[config.mk]
export PLATFORM = sky130hd
export DESIGN_NAME = pressure_event_interrupt_unit
export DESIGN_NICKNAME = d
export VERILOG_FILES = /design/src/inc/event_unit_pkg.sv /design/src/core/pressure_event_interrupt_unit.sv
export SDC_FILE = /design/constraint.sdc
export NUM_CORES = 1
export LEC_CHECK = 0
export ABC_AREA = 1
export ABC_CLOCK_PERIOD_IN_PS = 5290
export BUFFER_PORTS_ARGS = -buffer_cell sky130_fd_sc_hd__clkbuf_2
export CAP_MARGIN = 25
export CORE_MARGIN = 3
export CORE_UTILIZATION = 50
export DETAILED_ROUTE_END_ITERATION = 6
export PLACE_DENSITY = 0.74
export SLEW_MARGIN = 20
export SYNTH_ARGS = -nofsm -noshare
export SYNTH_HDL_FRONTEND = slang
export SYNTH_SLANG_ARGS = --single-unit
[constraint.sdc]
create_clock -name clk_in -period 5.29 [get_ports clk_in]
set_input_delay 0.2645 -clock clk_in [delete_from_list [all_inputs] [get_ports clk_in]]
set_output_delay 0.2645 -clock clk_in [all_outputs]
set_load 0.01 [all_outputs]
[src/inc/event_unit_pkg.sv]
// constants, field layouts and carrier types of the pressure event and interrupt unit
// ****************************************************************************
// ****************************************************************************
package event_unit_pkg;

    // ************************************************************************
    // register offsets
    // ************************************************************************
    localparam logic [7:0] ADDR_EVENT_FLAGS    = 8'hc1;
    localparam logic [7:0] ADDR_EVENT_SUPPRESS = 8'hc2;
    localparam logic [7:0] ADDR_QUEUE_SETUP    = 8'hc3;
    localparam logic [7:0] ADDR_LEVEL_LOW      = 8'hc7;
    localparam logic [7:0] ADDR_LEVEL_HIGH     = 8'hc8;
    localparam logic [7:0] ADDR_STEP_LOW       = 8'hc9;
    localparam logic [7:0] ADDR_STEP_HIGH      = 8'hca;

    // ************************************************************************
    // field positions
    // ************************************************************************
    localparam int BIT_FULL_PUSH   = 0;
    localparam int BIT_EMPTY_FETCH = 1;
    localparam int BIT_UPPER_MARK  = 2;
    localparam int BIT_LOWER_MARK  = 3;
    localparam int BIT_LEVEL       = 5;
    localparam int BIT_STEP        = 6;
    localparam int UPPER_MARK_MSB  = 7;
    localparam int UPPER_MARK_LSB  = 4;
    localparam int LOWER_MARK_MSB  = 3;
    localparam int LOWER_MARK_LSB  = 0;
    localparam logic [7:0] FLAG_BITS_USED = 8'h6f;

    // ************************************************************************
    // reset values
    // ************************************************************************
    localparam logic [7:0] FLAGS_RST    = 8'h00;
    localparam logic [7:0] SUPPRESS_RST = 8'h6f;
    localparam logic [7:0] QUEUE_RST    = 8'h00;
    localparam logic [7:0] LIMIT_RST    = 8'h00;

    // ************************************************************************
    // widths
    // ************************************************************************
    localparam int PRESS_W     = 20;
    localparam int LIMIT_W     = 16;
    localparam int CMP_LSB     = PRESS_W - LIMIT_W;
    localparam int LEVEL_W     = 5;
    localparam logic [LEVEL_W-1:0] QUEUE_DEPTH = 5'h10;
    localparam logic [LEVEL_W-1:0] QUEUE_EMPTY = 5'h00;

    // ************************************************************************
    // carriers
    // ************************************************************************
    typedef struct packed {
        logic       wr;
        logic       rd;
        logic [7:0] addr;
        logic [7:0] wdata;
    } reg_req_t;

    typedef struct packed {
        logic               valid;
        logic [PRESS_W-1:0] value;
    } press_sample_t;

    typedef struct packed {
        logic               push;
        logic               fetch;
        logic [LEVEL_W-1:0] level;
    } queue_event_t;

    typedef enum logic {
        WAIT_FIRST = 1'b0,
        TRACKING   = 1'b1
    } sample_state_t;

endpackage : event_unit_pkg

[src/core/pressure_event_interrupt_unit.sv]
// pressure threshold, fill mark and queue error events with latched flags and open-drain pin
`timescale 1ns/1ns
module pressure_event_interrupt_unit (
    // clock and reset
    input  wire logic                         clk_in,
    input  wire logic                         sys_rst_in,
    // serial register interface, byte wide
    input  wire event_unit_pkg::reg_req_t     reg_req_in,
    output logic [7:0]                        reg_rdata_out,
    // new pressure results
    input  wire event_unit_pkg::press_sample_t press_in,
    // measurement queue activity
    input  wire event_unit_pkg::queue_event_t queue_in,
    // open-drain interrupt pin
    input  wire logic                         int_pin_in,
    output logic                              int_pin_out,
    output logic                              int_pin_oe_out
);

    // ************************************************************************
    // functions
    // ************************************************************************
    function automatic logic reg_hit(input event_unit_pkg::reg_req_t req,
                                     input logic [7:0] addr);
        reg_hit = req.wr && (req.addr == addr);
    endfunction : reg_hit

    function automatic logic at_or_above(input logic [event_unit_pkg::LIMIT_W-1:0] val,
                                         input logic [event_unit_pkg::LIMIT_W-1:0] lim);
        at_or_above = $signed(val) >= $signed(lim);
    endfunction : at_or_above

    // ************************************************************************
    // register state
    // ************************************************************************
    logic [7:0] flags_q;
    logic [7:0] flags_d;
    logic [7:0] suppress_q;
    logic [7:0] suppress_d;
    logic [7:0] queue_setup_q;
    logic [7:0] queue_setup_d;
    logic [7:0] level_low_q;
    logic [7:0] level_low_d;
    logic [7:0] level_high_q;
    logic [7:0] level_high_d;
    logic [7:0] step_low_q;
    logic [7:0] step_low_d;
    logic [7:0] step_high_q;
    logic [7:0] step_high_d;
    logic [7:0] rdata_q;
    logic [7:0] rdata_d;

    // ************************************************************************
    // event state
    // ************************************************************************
    event_unit_pkg::sample_state_t         sample_state_q;
    event_unit_pkg::sample_state_t         sample_state_d;
    logic [event_unit_pkg::LIMIT_W-1:0]    prev_press_q;
    logic [event_unit_pkg::LIMIT_W-1:0]    prev_press_d;
    logic [event_unit_pkg::LEVEL_W-1:0]    prev_level_q;
    logic [event_unit_pkg::LEVEL_W-1:0]    prev_level_d;
    logic                                  int_drive_q;
    logic                                  int_drive_d;
    logic                                  int_low_q;

    // ************************************************************************
    // event detection
    // ************************************************************************
    logic [event_unit_pkg::LIMIT_W-1:0]    level_limit;
    logic [event_unit_pkg::LIMIT_W-1:0]    step_limit;
    logic [event_unit_pkg::LIMIT_W-1:0]    cur_press;
    logic [event_unit_pkg::LIMIT_W:0]      step_diff;
    logic [event_unit_pkg::LIMIT_W:0]      step_mag;
    logic [event_unit_pkg::LEVEL_W-1:0]    upper_mark;
    logic [event_unit_pkg::LEVEL_W-1:0]    lower_mark;
    logic [7:0]                            events;

    always_comb begin
        level_limit = {level_high_q, level_low_q};
        step_limit  = {step_high_q, step_low_q};
        // only the upper 16 bits of the result meet the 16-bit limits
        cur_press   = press_in.value[event_unit_pkg::PRESS_W-1:event_unit_pkg::CMP_LSB];
        step_diff   = {cur_press[event_unit_pkg::LIMIT_W-1], cur_press}
                    - {prev_press_q[event_unit_pkg::LIMIT_W-1], prev_press_q};
        step_mag    = step_diff[event_unit_pkg::LIMIT_W] ? (~step_diff + 17'h00001) : step_diff;
        upper_mark  = {1'b0, queue_setup_q[event_unit_pkg::UPPER_MARK_MSB:
                                           event_unit_pkg::UPPER_MARK_LSB]};
        lower_mark  = {1'b0, queue_setup_q[event_unit_pkg::LOWER_MARK_MSB:
                                           event_unit_pkg::LOWER_MARK_LSB]};
        events = 8'h00;
        // a crossing either way raises the one level flag
        events[event_unit_pkg::BIT_LEVEL] = press_in.valid
            && (sample_state_q == event_unit_pkg::TRACKING)
            && (at_or_above(cur_press, level_limit)
                != at_or_above(prev_press_q, level_limit));
        // a step is judged on its magnitude, so rises and falls count alike
        events[event_unit_pkg::BIT_STEP] = press_in.valid
            && (sample_state_q == event_unit_pkg::TRACKING)
            && (step_mag > {1'b0, step_limit});
        // a mark counts once when the level arrives at it, not while it stays
        events[event_unit_pkg::BIT_UPPER_MARK] = (queue_in.level == upper_mark)
            && (prev_level_q != upper_mark);
        events[event_unit_pkg::BIT_LOWER_MARK] = (queue_in.level == lower_mark)
            && (prev_level_q != lower_mark);
        events[event_unit_pkg::BIT_FULL_PUSH] = queue_in.push
            && (queue_in.level == event_unit_pkg::QUEUE_DEPTH);
        events[event_unit_pkg::BIT_EMPTY_FETCH] = queue_in.fetch
            && (queue_in.level == event_unit_pkg::QUEUE_EMPTY);
    end

    // ************************************************************************
    // sample tracking
    // ************************************************************************
    always_comb begin
        sample_state_d = sample_state_q;
        // history keeps only the compared upper bits of each result
        prev_press_d   = prev_press_q;
        prev_level_d   = queue_in.level;
        case (sample_state_q)
            event_unit_pkg::WAIT_FIRST: begin
                if (press_in.valid) begin
                    sample_state_d = event_unit_pkg::TRACKING;
                    prev_press_d   = cur_press;
                end
            end
            event_unit_pkg::TRACKING: begin
                if (press_in.valid) begin
                    prev_press_d = cur_press;
                end
            end
            default: begin
                sample_state_d = event_unit_pkg::WAIT_FIRST;
            end
        endcase
    end

    always_ff @(posedge clk_in) begin
        if (sys_rst_in) begin
            sample_state_q <= event_unit_pkg::WAIT_FIRST;
            prev_press_q   <= '0;
            prev_level_q   <= event_unit_pkg::QUEUE_EMPTY;
        end else begin
            sample_state_q <= sample_state_d;
            prev_press_q   <= prev_press_d;
            prev_level_q   <= prev_level_d;
        end
    end

    // ************************************************************************
    // latched flags
    // ************************************************************************
    logic flags_wr;

    assign flags_wr = reg_hit(reg_req_in, event_unit_pkg::ADDR_EVENT_FLAGS);

    // a new event in the clearing cycle wins, so no event is lost
    genvar gi;
    generate
        for (gi = 0; gi < 8; gi++) begin : g_flag
            always_comb begin
                if (!event_unit_pkg::FLAG_BITS_USED[gi]) begin
                    flags_d[gi] = 1'b0;
                end else if (events[gi]) begin
                    flags_d[gi] = 1'b1;
                end else if (flags_wr && reg_req_in.wdata[gi]) begin
                    flags_d[gi] = 1'b0;
                end else begin
                    flags_d[gi] = flags_q[gi];
                end
            end
        end
    endgenerate

    // ************************************************************************
    // write decode
    // ************************************************************************
    // one strobe per register keeps the address compare in one place
    logic wr_suppress;
    logic wr_queue_setup;
    logic wr_level_low;
    logic wr_level_high;
    logic wr_step_low;
    logic wr_step_high;

    assign wr_suppress    = reg_hit(reg_req_in, event_unit_pkg::ADDR_EVENT_SUPPRESS);
    assign wr_queue_setup = reg_hit(reg_req_in, event_unit_pkg::ADDR_QUEUE_SETUP);
    assign wr_level_low   = reg_hit(reg_req_in, event_unit_pkg::ADDR_LEVEL_LOW);
    assign wr_level_high  = reg_hit(reg_req_in, event_unit_pkg::ADDR_LEVEL_HIGH);
    assign wr_step_low    = reg_hit(reg_req_in, event_unit_pkg::ADDR_STEP_LOW);
    assign wr_step_high   = reg_hit(reg_req_in, event_unit_pkg::ADDR_STEP_HIGH);

    // ************************************************************************
    // configuration registers
    // ************************************************************************
    // limit bytes are live as soon as written; a host updating both halves
    // may see one compare against a mixed limit
    always_comb begin
        suppress_d    = suppress_q;
        queue_setup_d = queue_setup_q;
        level_low_d   = level_low_q;
        level_high_d  = level_high_q;
        step_low_d    = step_low_q;
        step_high_d   = step_high_q;
        if (wr_suppress) begin
            suppress_d = reg_req_in.wdata & event_unit_pkg::FLAG_BITS_USED;
        end
        if (wr_queue_setup) begin
            queue_setup_d = reg_req_in.wdata;
        end
        if (wr_level_low) begin
            level_low_d = reg_req_in.wdata;
        end
        if (wr_level_high) begin
            level_high_d = reg_req_in.wdata;
        end
        if (wr_step_low) begin
            step_low_d = reg_req_in.wdata;
        end
        if (wr_step_high) begin
            step_high_d = reg_req_in.wdata;
        end
    end

    // ************************************************************************
    // register read
    // ************************************************************************
    // read data holds between reads so a slow host can still pick it up
    always_comb begin
        rdata_d = rdata_q;
        if (reg_req_in.rd) begin
            case (reg_req_in.addr)
                event_unit_pkg::ADDR_EVENT_FLAGS:    rdata_d = flags_q;
                event_unit_pkg::ADDR_EVENT_SUPPRESS: rdata_d = suppress_q;
                event_unit_pkg::ADDR_QUEUE_SETUP:    rdata_d = queue_setup_q;
                event_unit_pkg::ADDR_LEVEL_LOW:      rdata_d = level_low_q;
                event_unit_pkg::ADDR_LEVEL_HIGH:     rdata_d = level_high_q;
                event_unit_pkg::ADDR_STEP_LOW:       rdata_d = step_low_q;
                event_unit_pkg::ADDR_STEP_HIGH:      rdata_d = step_high_q;
                default:                             rdata_d = 8'h00;
            endcase
        end
    end

    // ************************************************************************
    // interrupt pin
    // ************************************************************************
    always_comb begin
        // blocked sources still latch, they just stay off the pin
        int_drive_d = |(flags_d & ~suppress_d & event_unit_pkg::FLAG_BITS_USED);
    end

    // ************************************************************************
    // registers
    // ************************************************************************
    always_ff @(posedge clk_in) begin
        if (sys_rst_in) begin
            flags_q <= event_unit_pkg::FLAGS_RST;
        end else begin
            flags_q <= flags_d;
        end
    end

    always_ff @(posedge clk_in) begin
        if (sys_rst_in) begin
            suppress_q    <= event_unit_pkg::SUPPRESS_RST;
            queue_setup_q <= event_unit_pkg::QUEUE_RST;
            level_low_q   <= event_unit_pkg::LIMIT_RST;
            level_high_q  <= event_unit_pkg::LIMIT_RST;
            step_low_q    <= event_unit_pkg::LIMIT_RST;
            step_high_q   <= event_unit_pkg::LIMIT_RST;
        end else begin
            suppress_q    <= suppress_d;
            queue_setup_q <= queue_setup_d;
            level_low_q   <= level_low_d;
            level_high_q  <= level_high_d;
            step_low_q    <= step_low_d;
            step_high_q   <= step_high_d;
        end
    end

    always_ff @(posedge clk_in) begin
        if (sys_rst_in) begin
            rdata_q <= '0;
        end else begin
            rdata_q <= rdata_d;
        end
    end

    // the level register never leaves zero; only the enable carries the interrupt
    always_ff @(posedge clk_in) begin
        if (sys_rst_in) begin
            int_drive_q <= 1'b0;
            int_low_q   <= 1'b0;
        end else begin
            int_drive_q <= int_drive_d;
            int_low_q   <= 1'b0;
        end
    end

    // the pin level is only ever zero; the enable alone signals the interrupt
    assign int_pin_out    = int_low_q;
    assign int_pin_oe_out = int_drive_q;
    assign reg_rdata_out  = rdata_q;

    // pin readback is unused; it exists so the wire stays three-signal at the port
    logic unused_pin;
    assign unused_pin = int_pin_in;

endmodule : pressure_event_interrupt_unit

### Word level (Yosys, flattened, before mapping)

Index checks and enable logic that the tools add are counted.

* word-level logic and storage cells: 74
* flip-flop bits (word level): 87
* bits of input ports: 49

* bitwise gates (word level): 3
* equality and inequality tests: 13
* $add $sub $neg: 2
* reductions and logical operators: 22
* multiplexer cells: 18
* $lt $le $gt $ge: 3

Operators by type and width (count)
* $eq 8x8->1 const B: 7
* $pmux 8 s7: 1
* $ge 16x16->1: 2
* $logic_and 1x1->1: 20
* $add 17x1->17 const B: 1
* $gt 17x16->1: 1
* $mux 17: 1
* $not 17->17: 1
* $sub 16x16->17: 1
* $mux 16: 1
* $mux 1: 14
* $eq 5x4->1: 2
* $ne 5x4->1: 2
* $mux 8: 1
* $and 7x7->7: 1
* $not 7->7: 1
* $reduce_or 6->1: 1
* $eq 5x5->1 const B: 1
* $logic_not 5->1: 1
* $ne 1x1->1: 1

### Longest topological paths before layout

* depth after elaboration: 9
* depth in mapped cells: 35

### Least setup slack after synthesis

OpenSTA, ideal clock, no wires.

* kind: in2reg
* start point: input port press_in[4] (netlist name)
* end point: register int_drive_q, in the netlist int_pin_oe_out
* setup time: 0.113 ns
* stages on the path: 28
* data arrival time: 3.158 ns
* required time: 5.177 ns
* slack: 2.019 ns
* cells stage by stage: inv_1 -> ha_1 -> fa_1 -> ha_1 -> a21boi_1 -> nand3_2 -> nor2_4 -> nand2_4 -> nor2_4 -> nand2_4 -> nand2_1 -> xor2_1 -> inv_1 -> ha_1 -> a21oi_1 -> nor3_1 -> nor3_1 -> nand2_1 -> nand2_1 -> nand2_1 -> nand2_1 -> nand2_1 -> nand2_1 -> nand2_1 -> nand2_1 -> nand2_1 -> nand2_1 -> nand2_1

* longest elaborated chain between the ends: 9
* elaborated cells on any way between the ends: 13
* classes of those cells: add/sub (2); order compare (2); eq/ne (1); mux (3); bitwise (2); reduce/logical (3)

Ends and longest elaborated chain
* from (decl): line pressure_event_interrupt_unit.sv:11 `input wire event_unit_pkg::press_sample_t press_in,`
* $sub 16x16->17: line pressure_event_interrupt_unit.sv:84 `- {prev_press_q[event_unit_pkg::LIMIT_W-1], prev_press_q};`
* $not 17->17: line pressure_event_interrupt_unit.sv:85 `step_mag = step_diff[event_unit_pkg::LIMIT_W] ? (~step_diff + 17'h00001) : step_diff;`
* $add 17x1->17: line pressure_event_interrupt_unit.sv:85
* $mux 17: line pressure_event_interrupt_unit.sv:85
* $gt 17x16->1: line pressure_event_interrupt_unit.sv:99 `&& (step_mag > {1'b0, step_limit});`
* $logic_and 1x1->1: line pressure_event_interrupt_unit.sv:99
* $mux 1: line pressure_event_interrupt_unit.sv:163 `end else if (events[gi]) begin`
* $and 7x7->7 *: line pressure_event_interrupt_unit.sv:249 `int_drive_d = |(flags_d & ~suppress_d & event_unit_pkg::FLAG_BITS_USED);`
* $reduce_or 6->1 *: line pressure_event_interrupt_unit.sv:249
* to (signal assigned): line pressure_event_interrupt_unit.sv:295 `int_drive_q <= int_drive_d;`
* to (decl): line pressure_event_interrupt_unit.sv:62 `logic int_drive_q;`

Mark *: on every way between the ends. The rest lies on a longest branch, timed or not.
A chain may end at the register's enable or synchronous reset.

### Worst setup path in the final report

* start point: register prev_press_q[0] (netlist name)
* end point: register int_drive_q, in the netlist int_pin_oe_out

* longest elaborated chain between the ends: 9
* elaborated cells on any way between the ends: 13
* classes of those cells: add/sub (2); order compare (2); eq/ne (1); mux (3); bitwise (2); reduce/logical (3)

Ends and longest elaborated chain
* from (decl): line pressure_event_interrupt_unit.sv:58 `logic [event_unit_pkg::LIMIT_W-1:0] prev_press_q;`
* from (signal assigned): line pressure_event_interrupt_unit.sv:144 `prev_press_q <= prev_press_d;`
* $sub 16x16->17: line pressure_event_interrupt_unit.sv:84
* $not 17->17: line pressure_event_interrupt_unit.sv:85
* $add 17x1->17: line pressure_event_interrupt_unit.sv:85
* $mux 17: line pressure_event_interrupt_unit.sv:85
* $gt 17x16->1: line pressure_event_interrupt_unit.sv:99
* $logic_and 1x1->1: line pressure_event_interrupt_unit.sv:99
* $mux 1: line pressure_event_interrupt_unit.sv:163
* $and 7x7->7 *: line pressure_event_interrupt_unit.sv:249
* $reduce_or 6->1 *: line pressure_event_interrupt_unit.sv:249

Marks and branches as above.

==> impl_metrics.tcl <==
set metrics [dict create \
    min_period_ns 3.83 \
    synth_cells 960 \
    slew_violations 0 \
    ant_nets 0 \
    arrival_ns 4.12 \
    critPathCaptureType "flop" \
    start_util_pct 51.7 \
    syn_nets 1075 \
    antenna_found_initial 0 \
    hold_viol 0 \
    num_vias 6143 \
    ctsHoldBuffers 0 \
    root_buffer "clkbuf_16" \
    rrSetupSlack_ns 1.46 \
    cp.required_ns 5.58 \
    synth_top_area_cell "dfxtp_1" \
    finalWirelength_um 16800 \
    syn_area_um2 6290 \
    post_cts_buffers 0 \
    path_delay_family "simple AND/OR/NAND/NOR gates" \
    maxCapViolations 0 \
    r2r_start "prev_press_q[0]$_SDFFE_PP0P_" \
    nNetsFinal 1121 \
    area_growth_pct 11.1 \
    critPathLaunch "prev_press_q[0]$_SDFFE_PP0P_" \
    rows 40 \
    diodes 0 \
    yosysWarnings 0 \
    place_hpwl_um 13500 \
    finish.instance_area_um2 6990 \
    cp_max_fo 14 \
    start_kind "flop" \
    p_per_area_nw_per_um2 266 \
    rr_worst_depth 33 \
    fin_crit_sh_pct 72.4 \
    dpl_cell_area_um2 6680 \
    syn_avg_cell_area_um2 6.55 \
    io_buffers 52 \
    synth_top_area_share_pct 26.7 \
    synth_area_leaders "dfxtp_1 (27%), nand2_1 (14%), ha_1 (13%)" \
    post-route-drc-count 0 \
    cpMostUsedCell "nand2_1" \
    h-tree-depth 3 \
    crit_path_end "int_pin_oe_out$_SDFF_PP0_" \
    first_pass_iters 5 \
    grt_first_pass_wirelength_um 27400 \
    grt_pass1_vias 5607 \
    slew_headroom_pct 55.7 \
    core_um2 12200 \
    cts_buffers 9 \
    fillers 1209 \
    wire_per_inst_um 14.2 \
    path_buf_inv 3 \
    io_pins 59 \
    fp.dieW_um 118 \
    drtIter0Drc 481 \
    layout-drive-gt1-share_pct 10.5 \
    fmax_ghz 0.261 \
    gp_congestion 0.917 \
    grt_remaining_overflow 0 \
    slowest_stage "fa_1" \
    cts.path.max_buffers 2 \
    die_area_um2 14000 \
    worst_pin_slew_ns 0.660 \
    vias_per_cell 5.21 \
    max_stage_delay_ns 0.38 \
    reg2reg_to "int_pin_oe_out$_SDFF_PP0_" \
    leakage_nw 3.42 \
    synth.yosys.seq_area_share_pct 26.7 \
    cts_tree "built" \
    min_path_type "primary input to flop" \
    die_y_um 118 \
    timing.setup.tns_ns 0 \
    yosysUniqueCellTypes 44 \
    status "completed" \
    grtUsageTotal_pct 24.2 \
    clk_pin_slew_worst_paths_ns 0.06 \
    hold-path-cell-count 3 \
    whs_ns 0.203 \
    setup_violations 0 \
    clk_latency_ns 0.34 \
    vdd_ir_drop_max_v 0.000152 \
    clock_sinks 84 \
    path_class "flop to flop" \
    rsz0062_at_grt "no" \
    grt_max_degree 48 \
    post_cts_resized 0 \
    fin_skew_ns 0.00822 \
    path_depth 33 \
    ys_seq_elements 84 \
]
==> registers in the layout, summed over array words and instances, names as in the netlist, 5 cells and up <==
signal         flops
prev_press_q      16
step_low_q         8
queue_setup_q      8
level_low_q        8
suppress_q         7
prev_level_q       5
reg_rdata_out      8
flags_q            6
level_high_q       8
step_high_q        8
==> Yosys cell counts <==
library cell / n
xor2_1: 12
a221oi_1: 3
o22ai_1: 17
a21boi_0: 1
nand4_2: 1
nand3b_1: 5
o21ai_2: 1
nand3_1: 27
o21bai_1: 2
nand4_1: 15
nor3_1: 11
dfxtp_1: 84
nor2_4: 4
o21a_1: 3
nor4_1: 3
inv_2: 3
nor2_2: 5
xnor2_1: 4
a21oi_2: 1
o2111ai_1: 1
nand2_4: 3
buf_2: 4
a31oi_1: 1
nand3_2: 4
buf_6: 1
o211ai_1: 4
conb_1: 1
nand2_1: 240
o21ai_0: 76
and2_2: 1
inv_1: 164
buf_4: 1
and2_1: 2
a21boi_1: 1
nor3_4: 1
nand2_2: 13
nor2_1: 53
clkbuf_1: 12
a21oi_1: 102
clkinv_1: 1
o31ai_1: 5
nand3b_4: 1
ha_1: 65
fa_1: 1
==> layout by cell type, fill, tap and decap left out, drive strengths merged <==
| cell | netlist | routed |
|---|---|---|
| o22ai | 17 | 17 |
| clkinv | 1 | 6 |
| clkbuf | 12 | 63 |
| ha | 65 | 65 |
| nor4 | 3 | 3 |
| dfxtp | 84 | 84 |
| nor3 | 12 | 12 |
| fa | 1 | 1 |
| nand3b | 6 | 6 |
| o2111ai | 1 | 1 |
| a21oi | 103 | 103 |
| o21a | 3 | 3 |
| o31ai | 5 | 5 |
| inv | 167 | 166 |
| nand2 | 256 | 256 |
| o21ai | 77 | 77 |
| bufinv | 0 | 1 |
| nand3 | 31 | 31 |
| and2 | 3 | 3 |
| xnor2 | 4 | 4 |
| nor2 | 62 | 62 |
| a31oi | 1 | 1 |
| conb | 1 | 1 |
| o211ai | 4 | 4 |
| nand4 | 16 | 16 |
| xor2 | 12 | 12 |
| a21boi | 2 | 2 |
| buf | 6 | 1 |
| o21bai | 2 | 2 |
| a221oi | 3 | 3 |
==> kinds of logic after synthesis <==
family / synth area share (%)
other: 0.0596
AND/OR/NAND/NOR: 27.7
XOR/XNOR: 2.23
AO/OA/AOI/OAI: 18.7
buffers and inverters: 11.4
flip-flops: 26.7
adder cells (fa/ha/maj): 13.2
==> worst min path at each step <==
stage / endpoint / slack [ns] / startpoint
after global placement: suppress_q[4]$_SDFF_PP0_ / 0.45 / suppress_q[4]$_SDFF_PP0_
after global routing: prev_level_q[2]$_SDFF_PP0_ / 0.21 / queue_in[2]
after floorplan: prev_press_q[1]$_SDFFE_PP0P_ / 0.35 / press_in[20]
final: prev_level_q[2]$_SDFF_PP0_ / 0.20 / queue_in[2]
after detailed placement: suppress_q[4]$_SDFF_PP0_ / 0.46 / suppress_q[4]$_SDFF_PP0_
after CTS: prev_level_q[2]$_SDFF_PP0_ / 0.19 / queue_in[2]
==> power breakdown <==
group	switching [W]	leakage, nW	internal, W
combinational	0.000357	2.58	0.000204
sequential	0.00000875	0.683	0.000647
clock	0.000260	0.150	0.000380
total	0.000626	3.42	0.00123
==> through the flow <==
step / utilization (%) / power (W) / worst slack (ns) / cells
after floorplan: - / 0.00109 / 2.02 / 960
after global placement: 55.0 / 0.00121 / 1.42 / 1163
after detailed placement: 55.0 / 0.00122 / 1.39 / 1163
after CTS: 57.5 / 0.00186 / 1.49 / 1179
after global routing: 57.5 / 0.00199 / 1.08 / 1179
final: 57.5 / 0.00186 / 1.46 / 1179
==> layout make-up <==
type / instances / area (um^2) / share of cell area, %
clock inverter: 5 / 61.3 / 0.877
sequential: 84 / 1680 / 24.1
clock buffer: 11 / 243 / 3.47
tap: 168 / 210 / 3.01
timing repair buffer: 53 / 268 / 3.83
multi-input combinational: 690 / 3890 / 55.7
inverter: 168 / 631 / 9.02
==> worst reg2reg max path: cells and delay by family, from the launching register on <==
family                   cells  cell delay (ns)
XOR/XNOR                     1             0.18
adder cells (fa/ha/maj)      3             0.88
buffers and inverters        3             0.40
flip-flops                   1             0.33
AND/OR/NAND/NOR             26             2.00
==> per-layer routing <==
| layer | global-route usage [%] | share of wire [%] |
|---|---|---|
| met1 | 33.6 | 47 |
| met2 | 38.8 | 45 |
| met3 | 4.78 | 6.7 |
| met4 | 5.93 | 1.7 |
| met5 | 0 | 0 |
Power figures use the tool's default switching activity.
